File: config.mk
export PLATFORM = sky130hd
export DESIGN_NAME = phy_port_status_control_regs
export DESIGN_NICKNAME = d
export VERILOG_FILES = /design/src/rtl/phy_port_pkg.sv /design/src/rtl/cable_test_if.sv /design/src/rtl/phy_port_status_control_regs.sv /design/src/rtl/cable_test_ctrl.sv /design/src/rtl/lamp_drive.sv
export SDC_FILE = /design/constraint.sdc
export NUM_CORES = 1
export LEC_CHECK = 0
export BUFFER_PORTS_ARGS = -buffer_cell sky130_fd_sc_hd__buf_2
export CAP_MARGIN = 10
export CORE_ASPECT_RATIO = 0.7
export CORE_MARGIN = 4
export CORE_UTILIZATION = 52
export DETAILED_ROUTE_END_ITERATION = 8
export HOLD_SLACK_MARGIN = 0.03
export MAX_ROUTING_LAYER = met4
export PLACE_DENSITY = 0.88
export SKIP_CTS_REPAIR_TIMING = 1
export SLEW_MARGIN = 20
export SYNTH_ARGS = -nofsm -noshare
export SYNTH_HDL_FRONTEND = slang
export SYNTH_SLANG_ARGS = --single-unit
File: constraint.sdc
create_clock -name REF_CLK -period 2.14 [get_ports REF_CLK]
set_input_delay 0.642 -clock REF_CLK [delete_from_list [all_inputs] [get_ports REF_CLK]]
set_output_delay 0.642 -clock REF_CLK [all_outputs]
set_load 0.02 [all_outputs]
File: src/rtl/phy_port_pkg.sv
package phy_port_pkg;
  localparam int          ADDR_W       = 8;
  // Register byte offsets
  localparam logic [7:0]  OFS_PARTNER  = 8'h56;
  localparam logic [7:0]  OFS_SPECIAL  = 8'h66;
  localparam logic [7:0]  OFS_LED      = 8'h6C;
  localparam logic [7:0]  OFS_DIAG     = 8'h7C;
  localparam logic [7:0]  OFS_CTRL4    = 8'h7E;
  // Empty windows inside the block
  localparam logic [7:0]  GAP_A_LO     = 8'h58;
  localparam logic [7:0]  GAP_A_HI     = 8'h65;
  localparam logic [7:0]  GAP_B_LO     = 8'h68;
  localparam logic [7:0]  GAP_B_HI     = 8'h6B;
  localparam logic [7:0]  GAP_C_LO     = 8'h6E;
  localparam logic [7:0]  GAP_C_HI     = 8'h7B;
  // Partner ability fields
  localparam int          PA_PAUSE     = 10;
  localparam int          PA_ABIL_LO   = 5;
  localparam logic [4:0]  PA_LOW_RST   = 5'h01;
  // Special control and status fields
  localparam int          SC_POL       = 5;
  localparam int          SC_MDIX      = 4;
  localparam int          SC_FORCE     = 3;
  localparam int          SC_EEE       = 2;
  localparam int          SC_LOOP      = 1;
  localparam int          SC_RSV0      = 0;
  localparam logic        SC_EEE_RST   = 1'b1;
  // Lamp override fields
  localparam int          LED_LO       = 12;
  localparam logic [2:0]  LED_RST      = 3'h0;
  localparam logic [2:0]  LED_OFF_BOTH = 3'h4;
  localparam logic [2:0]  LED_A_ONLY   = 3'h5;
  localparam logic [2:0]  LED_B_ONLY   = 3'h6;
  localparam logic [2:0]  LED_ON_BOTH  = 3'h7;
  // Cable diagnostic fields
  localparam int          CD_SHORT     = 15;
  localparam int          CD_RES_LO    = 13;
  localparam int          CD_START     = 12;
  localparam int          CD_FORCE     = 11;
  localparam int          CD_RSV10     = 10;
  localparam int          CD_LOOP      = 9;
  localparam int          CNT_W        = 9;
  localparam logic        CD_RSV10_RST = 1'b1;
  // Fourth port control register
  localparam logic [15:0] CTRL4_RST    = 16'h00FF;
  localparam int          CTRL4_RESTART = 13;
  // Port status mirror positions
  localparam int          PS_POL       = 13;
  localparam int          PS_MDIX      = 7;
  localparam int          PS_PAUSE     = 4;
  typedef enum logic [1:0] {RES_NORMAL = 2'h0, RES_OPEN = 2'h1, RES_SHORT = 2'h2, RES_FAIL = 2'h3} ct_result_t;
  typedef enum logic {CT_IDLE = 1'b0, CT_RUN = 1'b1} ct_state_t;
endpackage : phy_port_pkg

File: src/rtl/cable_test_if.sv
`timescale 1ns/1ps
`default_nettype none
interface cable_test_if;
  logic             start;
  logic             running;
  logic [1:0]       result;
  logic             short10;
  logic [8:0]       count;
  modport ctrl (input start, output running, output result, output short10, output count);
  modport regs (output start, input running, input result, input short10, input count);
endinterface : cable_test_if
`default_nettype wire

File: src/rtl/phy_port_status_control_regs.sv
`timescale 1ns/1ps
`default_nettype none
// Contract
// - Partner pause at bit 10, mirrored status bit 4
// - Partner 100M full/half bits 8,7 mirrored
// - Partner 10M full/half bits 6,5 mirrored
// - Polarity reversal bit 5, mirrored status bit 13
// - Force link pass shared bit, reset 0
// - Low-power 10M disable bit, reset 1
// - Remote loopback shared bit, reset 0
// - Lamp override codes 100 to 111
// - Override top bit 0 follows lamp mode
// - Cable test outcome in bits 14:13
// - Write 1 starts test, self-clears when done
// - Short under ten metres flag bit 15
// - Nine-bit fault distance in bits 8:0
// - Empty offset windows hold no registers
module phy_port_status_control_regs
  import phy_port_pkg::*;
(
  input  wire logic              REF_CLK,
  input  wire logic              RESET_N,
  input  wire logic [ADDR_W-1:0] REG_ADDR,
  input  wire logic              REG_WR,
  input  wire logic              REG_RD,
  input  wire logic [1:0]        REG_BE,
  input  wire logic [15:0]       REG_WDATA,
  output logic [15:0]            REG_RDATA,
  output logic                   REG_RVALID,
  input  wire logic [4:0]        LP_ABILITY,
  input  wire logic              RX_POLARITY_REV,
  input  wire logic              MDIX_STATE,
  input  wire logic [1:0]        LED_MODE_SEL,
  input  wire logic              LINK_UP,
  input  wire logic              LINK_ACTIVITY,
  input  wire logic              SPEED_100,
  input  wire logic              FULL_DUPLEX,
  input  wire logic              CT_DONE,
  input  wire logic [1:0]        CT_RESULT,
  input  wire logic              CT_SHORT_10M,
  input  wire logic [8:0]        CT_COUNT,
  output logic                   CT_KICK,
  output logic                   FORCE_LINK_PASS,
  output logic                   EEE10_DISABLE,
  output logic                   REMOTE_LOOPBACK,
  output logic [15:0]            PORT_STATUS_MIRROR,
  output logic                   PORT_LAMP_A,
  output logic                   PORT_LAMP_B,
  output logic [15:0]            CTRL4_OUT
);
  cable_test_if ct ();

  logic [6:0]  stat_s1_q;
  logic [6:0]  stat_s2_q;
  logic [4:0]  abil;
  logic        pol;
  logic        mdix;
  logic        force_q;
  logic        eee_dis_q;
  logic        loop_q;
  logic        sc_rsv0_q;
  logic [2:0]  led_ovr_q;
  logic [11:0] led_rsv_q;
  logic        diag_rsv10_q;
  logic [15:0] ctrl4_q;
  logic [15:0] rdata_d;
  logic        wr_lo;
  logic        wr_hi;
  logic        hit_special;
  logic        hit_led;
  logic        hit_diag;
  logic        hit_ctrl4;

  // Line-side status arrives from the analog front end, so synchronise it
  always_ff @(posedge REF_CLK) begin
    if (!RESET_N) begin
      stat_s1_q <= 7'h00;
      stat_s2_q <= 7'h00;
    end else begin
      stat_s1_q <= {MDIX_STATE, RX_POLARITY_REV, LP_ABILITY};
      stat_s2_q <= stat_s1_q;
    end
  end
  assign abil = stat_s2_q[4:0];
  assign pol  = stat_s2_q[5];
  assign mdix = stat_s2_q[6];

  // Status register sees exactly the flops that the partner register reads
  assign PORT_STATUS_MIRROR = {2'b00, pol, 5'b00000, mdix, 2'b00, abil};

  assign wr_lo       = REG_WR & REG_BE[0];
  assign wr_hi       = REG_WR & REG_BE[1];
  assign hit_special = (REG_ADDR == OFS_SPECIAL);
  assign hit_led     = (REG_ADDR == OFS_LED);
  assign hit_diag    = (REG_ADDR == OFS_DIAG);
  assign hit_ctrl4   = (REG_ADDR == OFS_CTRL4);

  // Force link: one flop behind two addresses, so no copy can drift
  always_ff @(posedge REF_CLK) begin
    if (!RESET_N) begin
      force_q <= 1'b0;
    end else if (hit_diag && wr_hi) begin
      force_q <= REG_WDATA[CD_FORCE];
    end else if (hit_special && wr_lo) begin
      force_q <= REG_WDATA[SC_FORCE];
    end
  end

  // Remote loopback: same shared-flop scheme
  always_ff @(posedge REF_CLK) begin
    if (!RESET_N) begin
      loop_q <= 1'b0;
    end else if (hit_diag && wr_hi) begin
      loop_q <= REG_WDATA[CD_LOOP];
    end else if (hit_special && wr_lo) begin
      loop_q <= REG_WDATA[SC_LOOP];
    end
  end

  // Special register writable bits; upper byte reads zero and ignores writes
  always_ff @(posedge REF_CLK) begin
    if (!RESET_N) begin
      eee_dis_q <= SC_EEE_RST;
      sc_rsv0_q <= 1'b0;
    end else if (hit_special && wr_lo) begin
      eee_dis_q <= REG_WDATA[SC_EEE];
      sc_rsv0_q <= REG_WDATA[SC_RSV0];
    end
  end

  // Lamp override field and its writable reserved neighbours
  always_ff @(posedge REF_CLK) begin
    if (!RESET_N) begin
      led_ovr_q <= LED_RST;
      led_rsv_q <= 12'h000;
    end else if (hit_led) begin
      if (wr_hi) begin
        led_ovr_q       <= REG_WDATA[LED_LO+2:LED_LO];
        led_rsv_q[11:8] <= REG_WDATA[11:8];
      end
      if (wr_lo) begin
        led_rsv_q[7:0] <= REG_WDATA[7:0];
      end
    end
  end

  always_ff @(posedge REF_CLK) begin
    if (!RESET_N) begin
      diag_rsv10_q <= CD_RSV10_RST;
    end else if (hit_diag && wr_hi) begin
      diag_rsv10_q <= REG_WDATA[CD_RSV10];
    end
  end

  // Start only on a 1 in the upper byte; a 0 cannot abort a running test
  assign ct.start = hit_diag & wr_hi & REG_WDATA[CD_START];

  // Restart bit acts for one cycle then drops by itself
  always_ff @(posedge REF_CLK) begin
    if (!RESET_N) begin
      ctrl4_q <= CTRL4_RST;
    end else begin
      ctrl4_q[CTRL4_RESTART] <= 1'b0;
      if (hit_ctrl4 && wr_hi) begin
        ctrl4_q[15:8] <= REG_WDATA[15:8];
      end
      if (hit_ctrl4 && wr_lo) begin
        ctrl4_q[7:0] <= REG_WDATA[7:0];
      end
    end
  end

  // Read-only fields are rebuilt from live state, so writes cannot touch them
  always_comb begin
    rdata_d = 16'h0000;
    if (REG_ADDR == OFS_PARTNER) begin
      rdata_d = {5'h00, abil[4], 1'b0, abil[3:0], PA_LOW_RST};
    end else if (hit_special) begin
      rdata_d = {10'h000, pol, mdix, force_q, eee_dis_q, loop_q, sc_rsv0_q};
    end else if (hit_led) begin
      rdata_d = {1'b0, led_ovr_q, led_rsv_q};
    end else if (hit_diag) begin
      rdata_d = {ct.short10, ct.result, ct.running, force_q, diag_rsv10_q, loop_q, ct.count};
    end else if (hit_ctrl4) begin
      rdata_d = ctrl4_q;
    end else begin
      rdata_d = 16'h0000;
    end
  end

  always_ff @(posedge REF_CLK) begin
    if (!RESET_N) begin
      REG_RDATA  <= 16'h0000;
      REG_RVALID <= 1'b0;
    end else begin
      REG_RVALID <= REG_RD;
      if (REG_RD) begin
        REG_RDATA <= rdata_d;
      end
    end
  end

  assign FORCE_LINK_PASS = force_q;
  assign EEE10_DISABLE   = eee_dis_q;
  assign REMOTE_LOOPBACK = loop_q;
  assign CTRL4_OUT       = ctrl4_q;

  cable_test_ctrl u_cable_test (
    .clk        (REF_CLK),
    .rst_n      (RESET_N),
    .ct         (ct.ctrl),
    .done_pin   (CT_DONE),
    .result_pin (CT_RESULT),
    .short_pin  (CT_SHORT_10M),
    .count_pin  (CT_COUNT),
    .kick       (CT_KICK)
  );

  lamp_drive u_lamp (
    .clk      (REF_CLK),
    .rst_n    (RESET_N),
    .override (led_ovr_q),
    .mode     (LED_MODE_SEL),
    .link     (LINK_UP),
    .act      (LINK_ACTIVITY),
    .spd      (SPEED_100),
    .dup      (FULL_DUPLEX),
    .lamp_a   (PORT_LAMP_A),
    .lamp_b   (PORT_LAMP_B)
  );

  pause_mirror_a: assert property (@(posedge REF_CLK) disable iff (!RESET_N)
    (REG_RD && REG_ADDR == OFS_PARTNER) |=> (REG_RDATA[PA_PAUSE] == $past(PORT_STATUS_MIRROR[PS_PAUSE])))
    else $error("partner pause differs from status mirror");
  ability_mirror_a: assert property (@(posedge REF_CLK) disable iff (!RESET_N)
    (REG_RD && REG_ADDR == OFS_PARTNER) |=> (REG_RDATA[8:5] == $past(PORT_STATUS_MIRROR[3:0])))
    else $error("partner speed abilities differ from status mirror");
  partner_low_a: assert property (@(posedge REF_CLK) disable iff (!RESET_N)
    (REG_RD && REG_ADDR == OFS_PARTNER) |=> (REG_RDATA[15:11] == 5'h00 && REG_RDATA[4:0] == PA_LOW_RST))
    else $error("partner register fixed fields wrong");
  polarity_mirror_a: assert property (@(posedge REF_CLK) disable iff (!RESET_N)
    (REG_RD && hit_special) |=> (REG_RDATA[SC_POL] == $past(PORT_STATUS_MIRROR[PS_POL])))
    else $error("polarity differs from status mirror");
  force_alias_a: assert property (@(posedge REF_CLK) disable iff (!RESET_N)
    (hit_diag && wr_hi) ##1 !REG_WR ##1 (REG_RD && hit_special)
    |=> (REG_RDATA[SC_FORCE] == $past(REG_WDATA[CD_FORCE], 3)))
    else $error("force link alias not visible");
  loop_alias_a: assert property (@(posedge REF_CLK) disable iff (!RESET_N)
    (hit_special && wr_lo && !(REG_WR && REG_BE[1])) |=> (REMOTE_LOOPBACK == $past(REG_WDATA[SC_LOOP])))
    else $error("remote loopback write lost");
  eee_reset_a: assert property (@(posedge REF_CLK)
    !RESET_N |=> (EEE10_DISABLE && !FORCE_LINK_PASS && !REMOTE_LOOPBACK))
    else $error("control reset values wrong");
  gap_read_a: assert property (@(posedge REF_CLK) disable iff (!RESET_N)
    (REG_RD && ((REG_ADDR >= GAP_A_LO && REG_ADDR <= GAP_A_HI) || (REG_ADDR >= GAP_C_LO && REG_ADDR <= GAP_C_HI)))
    |=> (REG_RDATA == 16'h0000))
    else $error("empty window returned data");
  start_ignored_a: assert property (@(posedge REF_CLK) disable iff (!RESET_N)
    (hit_diag && wr_hi && !REG_WDATA[CD_START] && !ct.running) |=> !ct.running)
    else $error("zero write started cable test");

  // Either alias location must steer the one output flop
  force_special_a: assert property (@(posedge REF_CLK) disable iff (!RESET_N)
    (hit_special && wr_lo) |=> (FORCE_LINK_PASS == $past(REG_WDATA[SC_FORCE])))
    else $error("force link write via special register lost");
  force_diag_a: assert property (@(posedge REF_CLK) disable iff (!RESET_N)
    (hit_diag && wr_hi) |=> (FORCE_LINK_PASS == $past(REG_WDATA[CD_FORCE])))
    else $error("force link write via diagnostic register lost");
  loop_diag_a: assert property (@(posedge REF_CLK) disable iff (!RESET_N)
    (hit_diag && wr_hi) |=> (REMOTE_LOOPBACK == $past(REG_WDATA[CD_LOOP])))
    else $error("remote loopback write via diagnostic register lost");
  eee_write_a: assert property (@(posedge REF_CLK) disable iff (!RESET_N)
    (hit_special && wr_lo) |=> (EEE10_DISABLE == $past(REG_WDATA[SC_EEE])))
    else $error("low-power disable write lost");
  special_upper_a: assert property (@(posedge REF_CLK) disable iff (!RESET_N)
    (REG_RD && hit_special) |=> (REG_RDATA[15:6] == 10'h000))
    else $error("special register upper bits not zero");
  lamp_top_a: assert property (@(posedge REF_CLK) disable iff (!RESET_N)
    (REG_RD && hit_led) |=> !REG_RDATA[15])
    else $error("lamp register top bit not zero");
  gap_b_read_a: assert property (@(posedge REF_CLK) disable iff (!RESET_N)
    (REG_RD && REG_ADDR >= GAP_B_LO && REG_ADDR <= GAP_B_HI) |=> (REG_RDATA == 16'h0000))
    else $error("second empty window returned data");
  result_read_a: assert property (@(posedge REF_CLK) disable iff (!RESET_N)
    (REG_RD && hit_diag) |=> (REG_RDATA[15:13] == $past({ct.short10, ct.result})))
    else $error("cable test outcome misplaced in read data");
  count_read_a: assert property (@(posedge REF_CLK) disable iff (!RESET_N)
    (REG_RD && hit_diag) |=> (REG_RDATA[CNT_W-1:0] == $past(ct.count)))
    else $error("fault distance misplaced in read data");
  busy_read_a: assert property (@(posedge REF_CLK) disable iff (!RESET_N)
    (REG_RD && hit_diag) |=> (REG_RDATA[CD_START] == $past(ct.running)))
    else $error("test start bit does not show a running test");
  kick_pulse_a: assert property (@(posedge REF_CLK) disable iff (!RESET_N)
    CT_KICK |=> !CT_KICK)
    else $error("test kick longer than one cycle");
  read_valid_a: assert property (@(posedge REF_CLK) disable iff (!RESET_N)
    1'b1 |=> (REG_RVALID == $past(REG_RD)))
    else $error("read valid not one cycle after read strobe");
  read_hold_a: assert property (@(posedge REF_CLK) disable iff (!RESET_N)
    !REG_RD |=> $stable(REG_RDATA))
    else $error("read data moved without a read");
  restart_clear_a: assert property (@(posedge REF_CLK) disable iff (!RESET_N)
    (CTRL4_OUT[CTRL4_RESTART] && !(hit_ctrl4 && wr_hi && REG_WDATA[CTRL4_RESTART]))
    |=> !CTRL4_OUT[CTRL4_RESTART])
    else $error("restart bit did not clear itself");
endmodule : phy_port_status_control_regs
`default_nettype wire

File: src/rtl/cable_test_ctrl.sv
`timescale 1ns/1ps
`default_nettype none
module cable_test_ctrl
  import phy_port_pkg::*;
(
  input  wire logic         clk,
  input  wire logic         rst_n,
  cable_test_if.ctrl        ct,
  input  wire logic         done_pin,
  input  wire logic [1:0]   result_pin,
  input  wire logic         short_pin,
  input  wire logic [8:0]   count_pin,
  output logic              kick
);
  logic [12:0] s1_q;
  logic [12:0] s2_q;
  logic        done3_q;
  logic        done_edge;
  ct_state_t   state_q;

  // Results travel in the same pipeline as done, so they settle together
  always_ff @(posedge clk) begin
    if (!rst_n) begin
      s1_q    <= 13'h0000;
      s2_q    <= 13'h0000;
      done3_q <= 1'b0;
    end else begin
      s1_q    <= {done_pin, short_pin, result_pin, count_pin};
      s2_q    <= s1_q;
      done3_q <= s2_q[12];
    end
  end
  assign done_edge = s2_q[12] & ~done3_q;

  always_ff @(posedge clk) begin
    if (!rst_n) begin
      state_q <= CT_IDLE;
      kick    <= 1'b0;
    end else begin
      kick <= 1'b0;
      case (state_q)
        CT_IDLE: if (ct.start) begin
          state_q <= CT_RUN;
          kick    <= 1'b1;
        end
        CT_RUN: if (done_edge) state_q <= CT_IDLE;
        default: state_q <= CT_IDLE;
      endcase
    end
  end
  assign ct.running = (state_q == CT_RUN);

  // Old results stay readable until the new ones land with the clear
  always_ff @(posedge clk) begin
    if (!rst_n) begin
      ct.result  <= RES_NORMAL;
      ct.short10 <= 1'b0;
      ct.count   <= 9'h000;
    end else if (state_q == CT_RUN && done_edge) begin
      ct.result  <= s2_q[10:9];
      ct.short10 <= s2_q[11];
      ct.count   <= s2_q[8:0];
    end
  end

  start_taken_a: assert property (@(posedge clk) disable iff (!rst_n)
    (state_q == CT_IDLE && ct.start) |=> (ct.running && kick) ##1 !kick)
    else $error("cable test start not taken");
  result_hold_a: assert property (@(posedge clk) disable iff (!rst_n)
    (ct.running && !done_edge) |=> ($stable(ct.result) && $stable(ct.count) && $stable(ct.short10)))
    else $error("cable test result moved during test");
  result_land_a: assert property (@(posedge clk) disable iff (!rst_n)
    (ct.running && done_edge) |=> (!ct.running && ct.count == $past(s2_q[8:0]) && ct.short10 == $past(s2_q[11])))
    else $error("cable test result not captured at completion");
endmodule : cable_test_ctrl
`default_nettype wire

File: src/rtl/lamp_drive.sv
`timescale 1ns/1ps
`default_nettype none
module lamp_drive
  import phy_port_pkg::*;
(
  input  wire logic        clk,
  input  wire logic        rst_n,
  input  wire logic [2:0]  override,
  input  wire logic [1:0]  mode,
  input  wire logic        link,
  input  wire logic        act,
  input  wire logic        spd,
  input  wire logic        dup,
  output logic             lamp_a,
  output logic             lamp_b
);
  logic a_d;
  logic b_d;
  logic link_act;

  // Lamp goes dark during activity so traffic shows as flicker
  assign link_act = link & ~act;

  always_comb begin
    a_d = 1'b0;
    b_d = 1'b0;
    if (override[2]) begin
      a_d = override[0];
      b_d = override[1];
    end else begin
      case (mode)
        2'h0: begin a_d = link_act; b_d = spd; end
        2'h1: begin a_d = link;     b_d = act; end
        2'h2: begin a_d = link_act; b_d = dup; end
        default: begin a_d = link;  b_d = spd; end
      endcase
    end
  end

  always_ff @(posedge clk) begin
    if (!rst_n) begin
      lamp_a <= 1'b0;
      lamp_b <= 1'b0;
    end else begin
      lamp_a <= a_d;
      lamp_b <= b_d;
    end
  end

  lamp_override_a: assert property (@(posedge clk) disable iff (!rst_n)
    (override == LED_A_ONLY) |=> (lamp_a && !lamp_b))
    else $error("lamp override 101 not applied");
  lamp_dark_a: assert property (@(posedge clk) disable iff (!rst_n)
    (override == LED_OFF_BOTH) |=> (!lamp_a && !lamp_b))
    else $error("lamp override 100 not applied");
  lamp_b_only_a: assert property (@(posedge clk) disable iff (!rst_n)
    (override == LED_B_ONLY) |=> (!lamp_a && lamp_b))
    else $error("lamp override 110 not applied");
  lamp_both_a: assert property (@(posedge clk) disable iff (!rst_n)
    (override == LED_ON_BOTH) |=> (lamp_a && lamp_b))
    else $error("lamp override 111 not applied");
  lamp_mode_a: assert property (@(posedge clk) disable iff (!rst_n)
    (!override[2] && mode == 2'h1) |=> (lamp_a == $past(link) && lamp_b == $past(act)))
    else $error("lamp mode selection not followed");
endmodule : lamp_drive
`default_nettype wire

==> flow_summary.yaml, run 1 <==
grt:
  grt_max_degree: 42
  grt_pass1_wl_um: 17060
  antenna_found_initial: 0
  grt_overflow: 0
  grt_pass1_vias: 3489
  grt_util_all_layers_pct: 22.98
sta:
  setup_viol: 0
  fin_setup_tns_ns: 0
  rsz0062_at_grt: "no"
  min_period_ns: 1.765
  period_share_pct: 82.47
  fmax_mhz: 566.6
  hold_viol_final: 0
  final_max_slew_viol_count: 0
  skew_ns: 0.006158
setup_path:
  crit_type: "input pin to flip-flop"
  path_max_fanout: 6
  crit_slowest_cell: "or2_1"
  slowest_delay_ns: 0.36
  start_kind: "input pin"
  worstPathArrival_ns: 2.06
  crit_chain: "buf_2 > nand3b_2 > or2_1 > a2111oi_0 > o221a_1"
  end_kind: "flip-flop"
  required_ns: 2.43
cells_and_area:
  nNetsFinal: 611
  layout-drive-gt1-share_pct: 26.80
  area_growth_pct: 22.37
  antennaDiodeCount: 0
synth:
  syn-cell-area_mm2: 0.004289
  synthArstFlopShare_pct: 0
  synth_common_cells: "dfxtp_1 (110), nand2_1 (51), and2_1 (42)"
  synth_edf_count: 0
  synth_top_cell_area_share_pct: 51.34
  synth_top_cell_by_area: "dfxtp_1"
  synth_seq_cells: 110
  yosysWarnings: 0
  ys_seq_area_share_pct: 51.34
  syn_area_per_cell_um2: 9.704
  syn_inst: 442
  synth_most_common_cell: "dfxtp_1"
  yosys_most_used_dff: "dfxtp_1"
  synth.distinct_cells: 52
  synth.area.top_cells: "dfxtp_1 (51%), mux2i_1 (8.2%), and2_1 (6.1%)"
floorplanning:
  ios: 111
  die_area_mm2: 0.009788
  initial_core_util_pct: 54.03
  die_w_um: 116.6
  dieHeight_um: 83.99
  num_rows: 27
  core_area_mm2: 0.007939
routing:
  viasPerCell: 5.429
  routed_wl_um: 10770
  drc: 0
  wire_per_inst_um: 16.40
  drtAntennaViolNets: 0
  vias: 3567
  first_pass_iters: 5
  drt-initial-drc-count: 248
power:
  p_total_mw: 3.929
  power_density_mw_per_mm2: 748.6
  peakVddDrop_uv: 687.9
  power.leakage_nw: 2.204
placed_design:
  dp_hpwl_um: 8110
  globalplace.congestion: 0.8882
  port_buffers: 101
clock_tree:
  cts_buffers: 9
  root_buffer: "clkbuf_16"
  cts.clk_slew.worst_paths_ns: 0.07
  insertion_delay_ns: 0.35
  cts_tree: "yes"
  cts_max_level: 3
  clkSinkCount: 110
  clockBufferDepth: 2
worst_hold_path:
  holdCritPathClass: "flip-flop to flip-flop"
flow_run:
  maxCapViolCount: 0
run_status:
  status: "finished clean"
[flip-flops by register name, summed over array words and instances, names as in the netlist]
name,flops
CTRL4_OUT,16
REG_RDATA,16
u_cable_test.s1_q,13
u_cable_test.s2_q,13
led_rsv_q,12
u_cable_test.ct.count,9
stat_s1_q,7
stat_s2_q,7
led_ovr_q,3
u_cable_test.ct.result,2
EEE10_DISABLE,1
FORCE_LINK_PASS,1
REG_RVALID,1
REMOTE_LOOPBACK,1
diag_rsv10_q,1
sc_rsv0_q,1
u_cable_test.ct.running,1
u_cable_test.ct.short10,1
u_cable_test.done3_q,1
u_cable_test.kick,1
u_lamp.lamp_a,1
u_lamp.lamp_b,1
[layer usage]
metal | global-route usage, % | part of all wire, %
met1 | 28.56 | 44
met2 | 36.71 | 46
met3 | 7.536 | 9.4
met4 | 4.792 | 1.0
met5 | - | 0
[kinds of logic after synthesis]
| logic type | Yosys count | share of synthesized area (%) |
|---|---|---|
| and+or+nand+nor | 174 | 22.70 |
| DFF | 110 | 51.34 |
| AOI/OAI and AO/OA | 75 | 11.20 |
| muxes | 39 | 9.218 |
| buffers and inverters | 39 | 4.375 |
| adders and majority gates | 3 | 0.8752 |
| other | 1 | 0.08743 |
| xor gates and xnor gates | 1 | 0.2042 |
[through the flow]
stage | hold slack [ns] | cells | worst slack [ns] | utilization (%) | area, um2
2_1_floorplan | 0.4119 | 450 | 0.2061 | - | 4319
3_3_place_gp | 0.4161 | 642 | 0.1265 | 62.73 | 4980
3_5_place_dp | 0.4191 | 642 | 0.04439 | 62.73 | 4980
4_1_cts | 0.4358 | 657 | 0.3758 | 66.12 | 5249
5_1_grt | 0.4488 | 657 | 0.2740 | 66.12 | 5249
6_report | 0.4301 | 657 | 0.3752 | 66.12 | 5249
[worst max-delay path, delay by kind of cell]
| family | cells | cell delay [ns] |
|---|---|---|
| buffers and inverters | 1 | 0.13 |
| and+or+nand+nor | 2 | 0.68 |
| AOI/OAI and AO/OA | 2 | 0.61 |
[power breakdown]
part	switching, mW	total [mW]	internal (mW)
combinational	0.180	0.298	0.117
clock	0.735	1.53	0.791
sequential	0.0149	2.11	2.09
[layout make-up]
| class | instances | area [um2] |
|---|---|---|
| clock inverter | 6 | 43.79 |
| timing repair buffer | 123 | 695.7 |
| sequential | 110 | 2202 |
| multi-input combinational | 301 | 1929 |
| tap | 101 | 126.4 |
| clock buffer | 9 | 225.2 |
| inverter | 7 | 26.28 |
| fill | 639 | 2690 |
[placed cells by master (no fill, tap or decap), types with 2 or more instances in the layout]
master	count
dfxtp_1	110
buf_2	101
nand2_1	51
and2_1	42
mux2i_1	35
nor2_1	32
a21oi_1	27
buf_4	20
o21ai_0	18
conb_1	9
clkbuf_16	9
nor3_1	7
nand3_1	7
inv_1	6
a22o_1	6
nor2b_1	5
nand4_1	5
a22oi_1	5
a2111o_1	4
a31oi_1	4
mux2_2	4
o221ai_1	4
nor4_4	4
nand2b_1	3
ha_1	3
inv_6	3
nand3b_1	2
clkinv_2	2
buf_12	2
[worst paths after layout]
check                                     startpoint                                     end  slack (ns)  cells after the start
hold / removal      u_cable_test.s1_q[10]$_SDFF_PN0_        u_cable_test.s2_q[10]$_SDFF_PN0_        0.43                      1
setup reg to reg  u_cable_test.ct.running$_SDFF_PN0_  u_cable_test.ct.result[1]$_SDFFE_PN0P_        0.96                      3
setup / recovery                         REG_ADDR[7]               REG_RDATA[0]$_SDFFE_PN0P_        0.38                      5
hold reg to reg     u_cable_test.s1_q[10]$_SDFF_PN0_        u_cable_test.s2_q[10]$_SDFF_PN0_        0.43                      1
No activity file was read; power rests on OpenSTA's default activity.
==> inputs of run 2 (changes only) <==
- clock period: 2.14 -> 1.7 ns (I/O delays scaled with it)
==> run 2 against run 1 <==
  * Critical path depth unchanged
  * Clock skew about the same
  * Setup slack lost 0.29 ns
  * Utilization up 3.3 points
  * Non-clock buffer count rose by 24
  * Highest routed layer unchanged
  * Via count up 3.1%
  * Sequential power up 26%
  * First-iteration DRC count grew 15%
  * Global-route usage up 1.6 points
  * Worst hold slack got worse by 0.067 ns
  * Wire length up 7.2%
  * Largest power group unchanged
  * Critical path type unchanged
  * Power up 35%
==> flow_summary.yaml, run 2 (synthesis results as in run 1) <==
placed_design:
  dp_hpwl_um: 8677
  globalplace.congestion: 0.9261
  dpl_cell_area_mm2: 0.005172
  port_buffers: 101
  place_ws_ns: -0.2517
sta:
  fmax_mhz: 618.9
  finalWorstSetupSlack_ns: 0.08412
  period_share_pct: 95.05
  hold_viol_final: 0
  fin_setup_tns_ns: 0
  skew_ns: 0.005717
  final_max_slew_viol_count: 0
  rsz0062_at_grt: "no"
  min_period_ns: 1.616
  setup_viol: 0
clock_tree:
  root_buffer: "clkbuf_16"
  cts_tree: "yes"
  clockBufferDepth: 2
  cts.clk_slew.worst_paths_ns: 0.08
  cts_buffers: 9
  clkSinkCount: 110
  insertion_delay_ns: 0.35
  cts_max_level: 3
setup_path:
  worstPathArrival_ns: 1.89
  required_ns: 1.97
  start_kind: "input pin"
  path_max_fanout: 6
  end_kind: "flip-flop"
  crit_type: "input pin to flip-flop"
cells_and_area:
  final_area_mm2: 0.005508
  area_growth_pct: 28.41
  antennaDiodeCount: 0
  nNetsFinal: 635
  layout-drive-gt1-share_pct: 29.95
  mostFrequentLayoutCell: "dfxtp_1"
  mostFrequentLayoutCells: "dfxtp_1 (110), buf_2 (101), nand2_1 (51)"
  fill_cells: 603
power:
  swShare_pct: 24.54
  p_int_mw: 4.017
  power_density_mw_per_mm2: 966.5
  switching_power_mw: 1.306
  peakVddDrop_uv: 587.5
  p_comb_share_pct: 7.7
  p_total_mw: 5.323
  power.share.clock_pct: 42.5
  p_seq_share_pct: 49.8
  power.leakage_nw: 2.351
floorplanning:
  die_w_um: 116.6
  core_area_mm2: 0.007939
  die_area_mm2: 0.009788
  initial_core_util_pct: 54.03
  ios: 111
  num_rows: 27
  dieHeight_um: 83.99
grt:
  grt_util_all_layers_pct: 24.56
  antenna_found_initial: 0
  grt_pass1_wl_um: 18130
  grt_overflow: 0
  grt_pass1_vias: 3607
  grt_max_degree: 54
routing:
  first_pass_iters: 6
  routed_wl_um: 11550
  drtAntennaViolNets: 0
  drt-initial-drc-count: 286
  viasPerCell: 5.390
  drc: 0
  vias: 3676
  wire_per_inst_um: 16.93
flow_run:
  maxCapViolCount: 0
run_status:
  status: "finished clean"
worst_hold_path:
  holdCritPathClass: "input pin to flip-flop"
-- run 2: critical path, stage by stage --
cell      delay, ns
buf_2          0.12
nand3b_2       0.31
or2_1          0.35
a2111o_1       0.39
a31oi_1        0.20
-- run 2: routing by layer --
metal	wire, um	share of wire [%]	GRT usage, %	up-vias
li1	-	-	-	1778
met1	5184	45	32.96	1732
met2	5342	46	38.06	147
met3	818	7.1	4.855	19
met4	202	1.7	6.458	0
met5	0	0	-	-
-- run 2: final cells by class --
cell class / instances / area [um2] / area share, %
timing repair buffer: 147 / 888.4 / 16.13
sequential: 110 / 2202 / 39.98
clock inverter: 7 / 110.1 / 1.999
inverter: 7 / 26.28 / 0.4771
tap: 101 / 126.4 / 2.294
clock buffer: 9 / 225.2 / 4.089
multi-input combinational: 301 / 1929 / 35.03
-- run 2: through the flow --
stage          instances  utilization (%)  hold WS [ns]
5_1_grt              682            69.38        0.3557
3_3_place_gp         666            65.15        0.4148
3_5_place_dp         666            65.15        0.4177
4_1_cts              682            69.38        0.3548
2_1_floorplan        450                -        0.4119
6_report             682            69.38        0.3628
-- run 2: power groups by stage --
stage	clock [mW]	combinational [mW]	sequential, mW
3_3_place_gp	0	0.387	2.71
3_5_place_dp	0	0.401	2.71
4_1_cts	2.30	0.404	2.65
6_report	2.26	0.410	2.65
2_1_floorplan	0	0.199	2.73
5_1_grt	2.40	0.444	2.65
-- run 2: path summary, 6_finish.rpt --
check / endpoint / slack [ns] / cells past startpoint / start
setup reg to reg: u_cable_test.ct.count[1]$_SDFFE_PN0P_ / 0.41 / 3 / u_cable_test.ct.running$_SDFF_PN0_
hold / removal: stat_s1_q[0]$_SDFF_PN0_ / 0.36 / 2 / LP_ABILITY[0]
hold reg to reg: stat_s2_q[0]$_SDFF_PN0_ / 0.44 / 1 / stat_s1_q[0]$_SDFF_PN0_
setup / recovery: REG_RDATA[10]$_SDFFE_PN0P_ / 0.08 / 5 / REG_ADDR[7]
==> inputs of run 3 (changes only) <==
- PLACE_DENSITY: 0.88 -> 0.8
==> run 3 against run 2 <==
  * Highest routed layer unchanged
  * Largest power group unchanged
  * Via count is 1.3% lower
  * Die area is the same
  * Flip-flop and latch count is the same
==> flow_summary.yaml, run 3 (synthesis results as in run 1) <==
clock_tree:
  cts_max_level: 3
  clockBufferDepth: 2
  clkSinkCount: 110
  cts_tree: "yes"
  cts.clk_slew.worst_paths_ns: 0.07
  insertion_delay_ns: 0.35
  root_buffer: "clkbuf_16"
  cts_buffers: 9
setup_path:
  required_ns: 1.99
  crit_buf_inv: 1
  slowest_delay_ns: 0.37
  crit_type: "input pin to flip-flop"
  start_kind: "input pin"
  crit_slowest_cell: "or2_1"
  crit_family: "simple AND/OR/NAND/NOR gates"
  end_kind: "flip-flop"
  worstPathArrival_ns: 1.93
  crit_chain: "buf_2 > nand3b_2 > or2_1 > a2111oi_0 > o221a_1"
  path_max_fanout: 5
floorplanning:
  core_area_mm2: 0.007939
  ios: 111
  dieHeight_um: 83.99
  die_w_um: 116.6
  initial_core_util_pct: 54.03
  die_area_mm2: 0.009788
  num_rows: 27
cells_and_area:
  layout-drive-gt1-share_pct: 29.71
  nNetsFinal: 633
  mostFrequentLayoutCell: "dfxtp_1"
  area_growth_pct: 27.10
  antennaDiodeCount: 0
  mostFrequentLayoutCells: "dfxtp_1 (110), buf_2 (101), nand2_1 (51)"
  final_area_mm2: 0.005451
routing:
  vias: 3628
  drc: 0
  wire_per_inst_um: 16.21
  first_pass_iters: 4
  drt-initial-drc-count: 330
  viasPerCell: 5.335
  drtAntennaViolNets: 0
  routed_wl_um: 11020
power:
  power.leakage_nw: 2.320
  p_total_mw: 5.068
  power_density_mw_per_mm2: 929.6
  peakVddDrop_uv: 896.8
placed_design:
  dpl_cell_area_mm2: 0.005157
  place_ws_ns: -0.2464
  dp_hpwl_um: 8337
  port_buffers: 101
  globalplace.congestion: 0.9258
sta:
  finalWorstSetupSlack_ns: 0.06264
  setup_viol: 0
  rsz0062_at_grt: "no"
  tightest_slew_ns: 0.5057
  slew-limit-headroom_pct: 66.21
  skew_ns: 0.007474
  hold_viol_final: 0
  final_max_slew_viol_count: 0
  min_period_ns: 1.637
  fmax_mhz: 610.7
  period_share_pct: 96.32
grt:
  grt_util_all_layers_pct: 22.87
  grt_max_degree: 30
  grt_pass1_wl_um: 16830
  antenna_found_initial: 0
  grt_overflow: 0
  grt_pass1_vias: 3319
worst_hold_path:
  holdCritPathClass: "input pin to flip-flop"
run_status:
  status: "finished clean"
flow_run:
  maxCapViolCount: 0
## run 3: cell count changes in the layout (fill, tap and decap cells not counted), sizes merged
| cell | change |
|---|---|
| buf | -2 |
| bufinv | -1 |
| clkbuf | +1 |
| clkinv | +1 |
| clkinvlp | +1 |
| inv | -2 |
## run 3: cell type report
class                   instances  area (um2)
multi-input cells             301        1929
clock buffers                  10       239.0
fillers                       646        2487
clock inverters                 6       55.05
repair buffers                145       873.3
well taps                     101       126.4
flip-flops and latches        110        2202
inverters                       7       26.28
## run 3: report_power, final
group          internal [mW]  switching, mW
combinational          0.169          0.233
sequential              2.63         0.0186
clock                   1.06          0.959
total                   3.86           1.21
## run 3: stage by stage
stage,instances,TNS (ns),util [%],hold slack (ns)
2_1_floorplan,450,-0.8407,-,0.4119
4_1_cts,680,0,68.67,0.3498
3_3_place_gp,664,-3.332,64.96,0.4141
6_report,680,0,68.67,0.3592
3_5_place_dp,664,-4.914,64.96,0.4177
5_1_grt,680,0,68.67,0.3454
## run 3: path summary, 6_finish.rpt
path                                                         start                                    end  slack, ns  depth (start not counted)
worst min-delay path                                       CT_DONE       u_cable_test.s1_q[12]$_SDFF_PN0_       0.36                          2
worst max register to register  u_cable_test.ct.running$_SDFF_PN0_  u_cable_test.ct.count[0]$_SDFFE_PN0P_       0.45                          3
worst max-delay path                                   REG_ADDR[7]              REG_RDATA[0]$_SDFFE_PN0P_       0.06                          5
worst min register to register     u_cable_test.s2_q[7]$_SDFF_PN0_  u_cable_test.ct.count[7]$_SDFFE_PN0P_       0.43                          2
## run 3: per-layer routing
metal / GRT usage, % / up-vias / part of all wire, %
met3: 5.797 / 19 / 7.1
met1: 30.10 / 1706 / 47
met4: 6.667 / 0 / 1.7
met5: - / - / 0
met2: 34.84 / 123 / 45
li1: - / 1780 / -
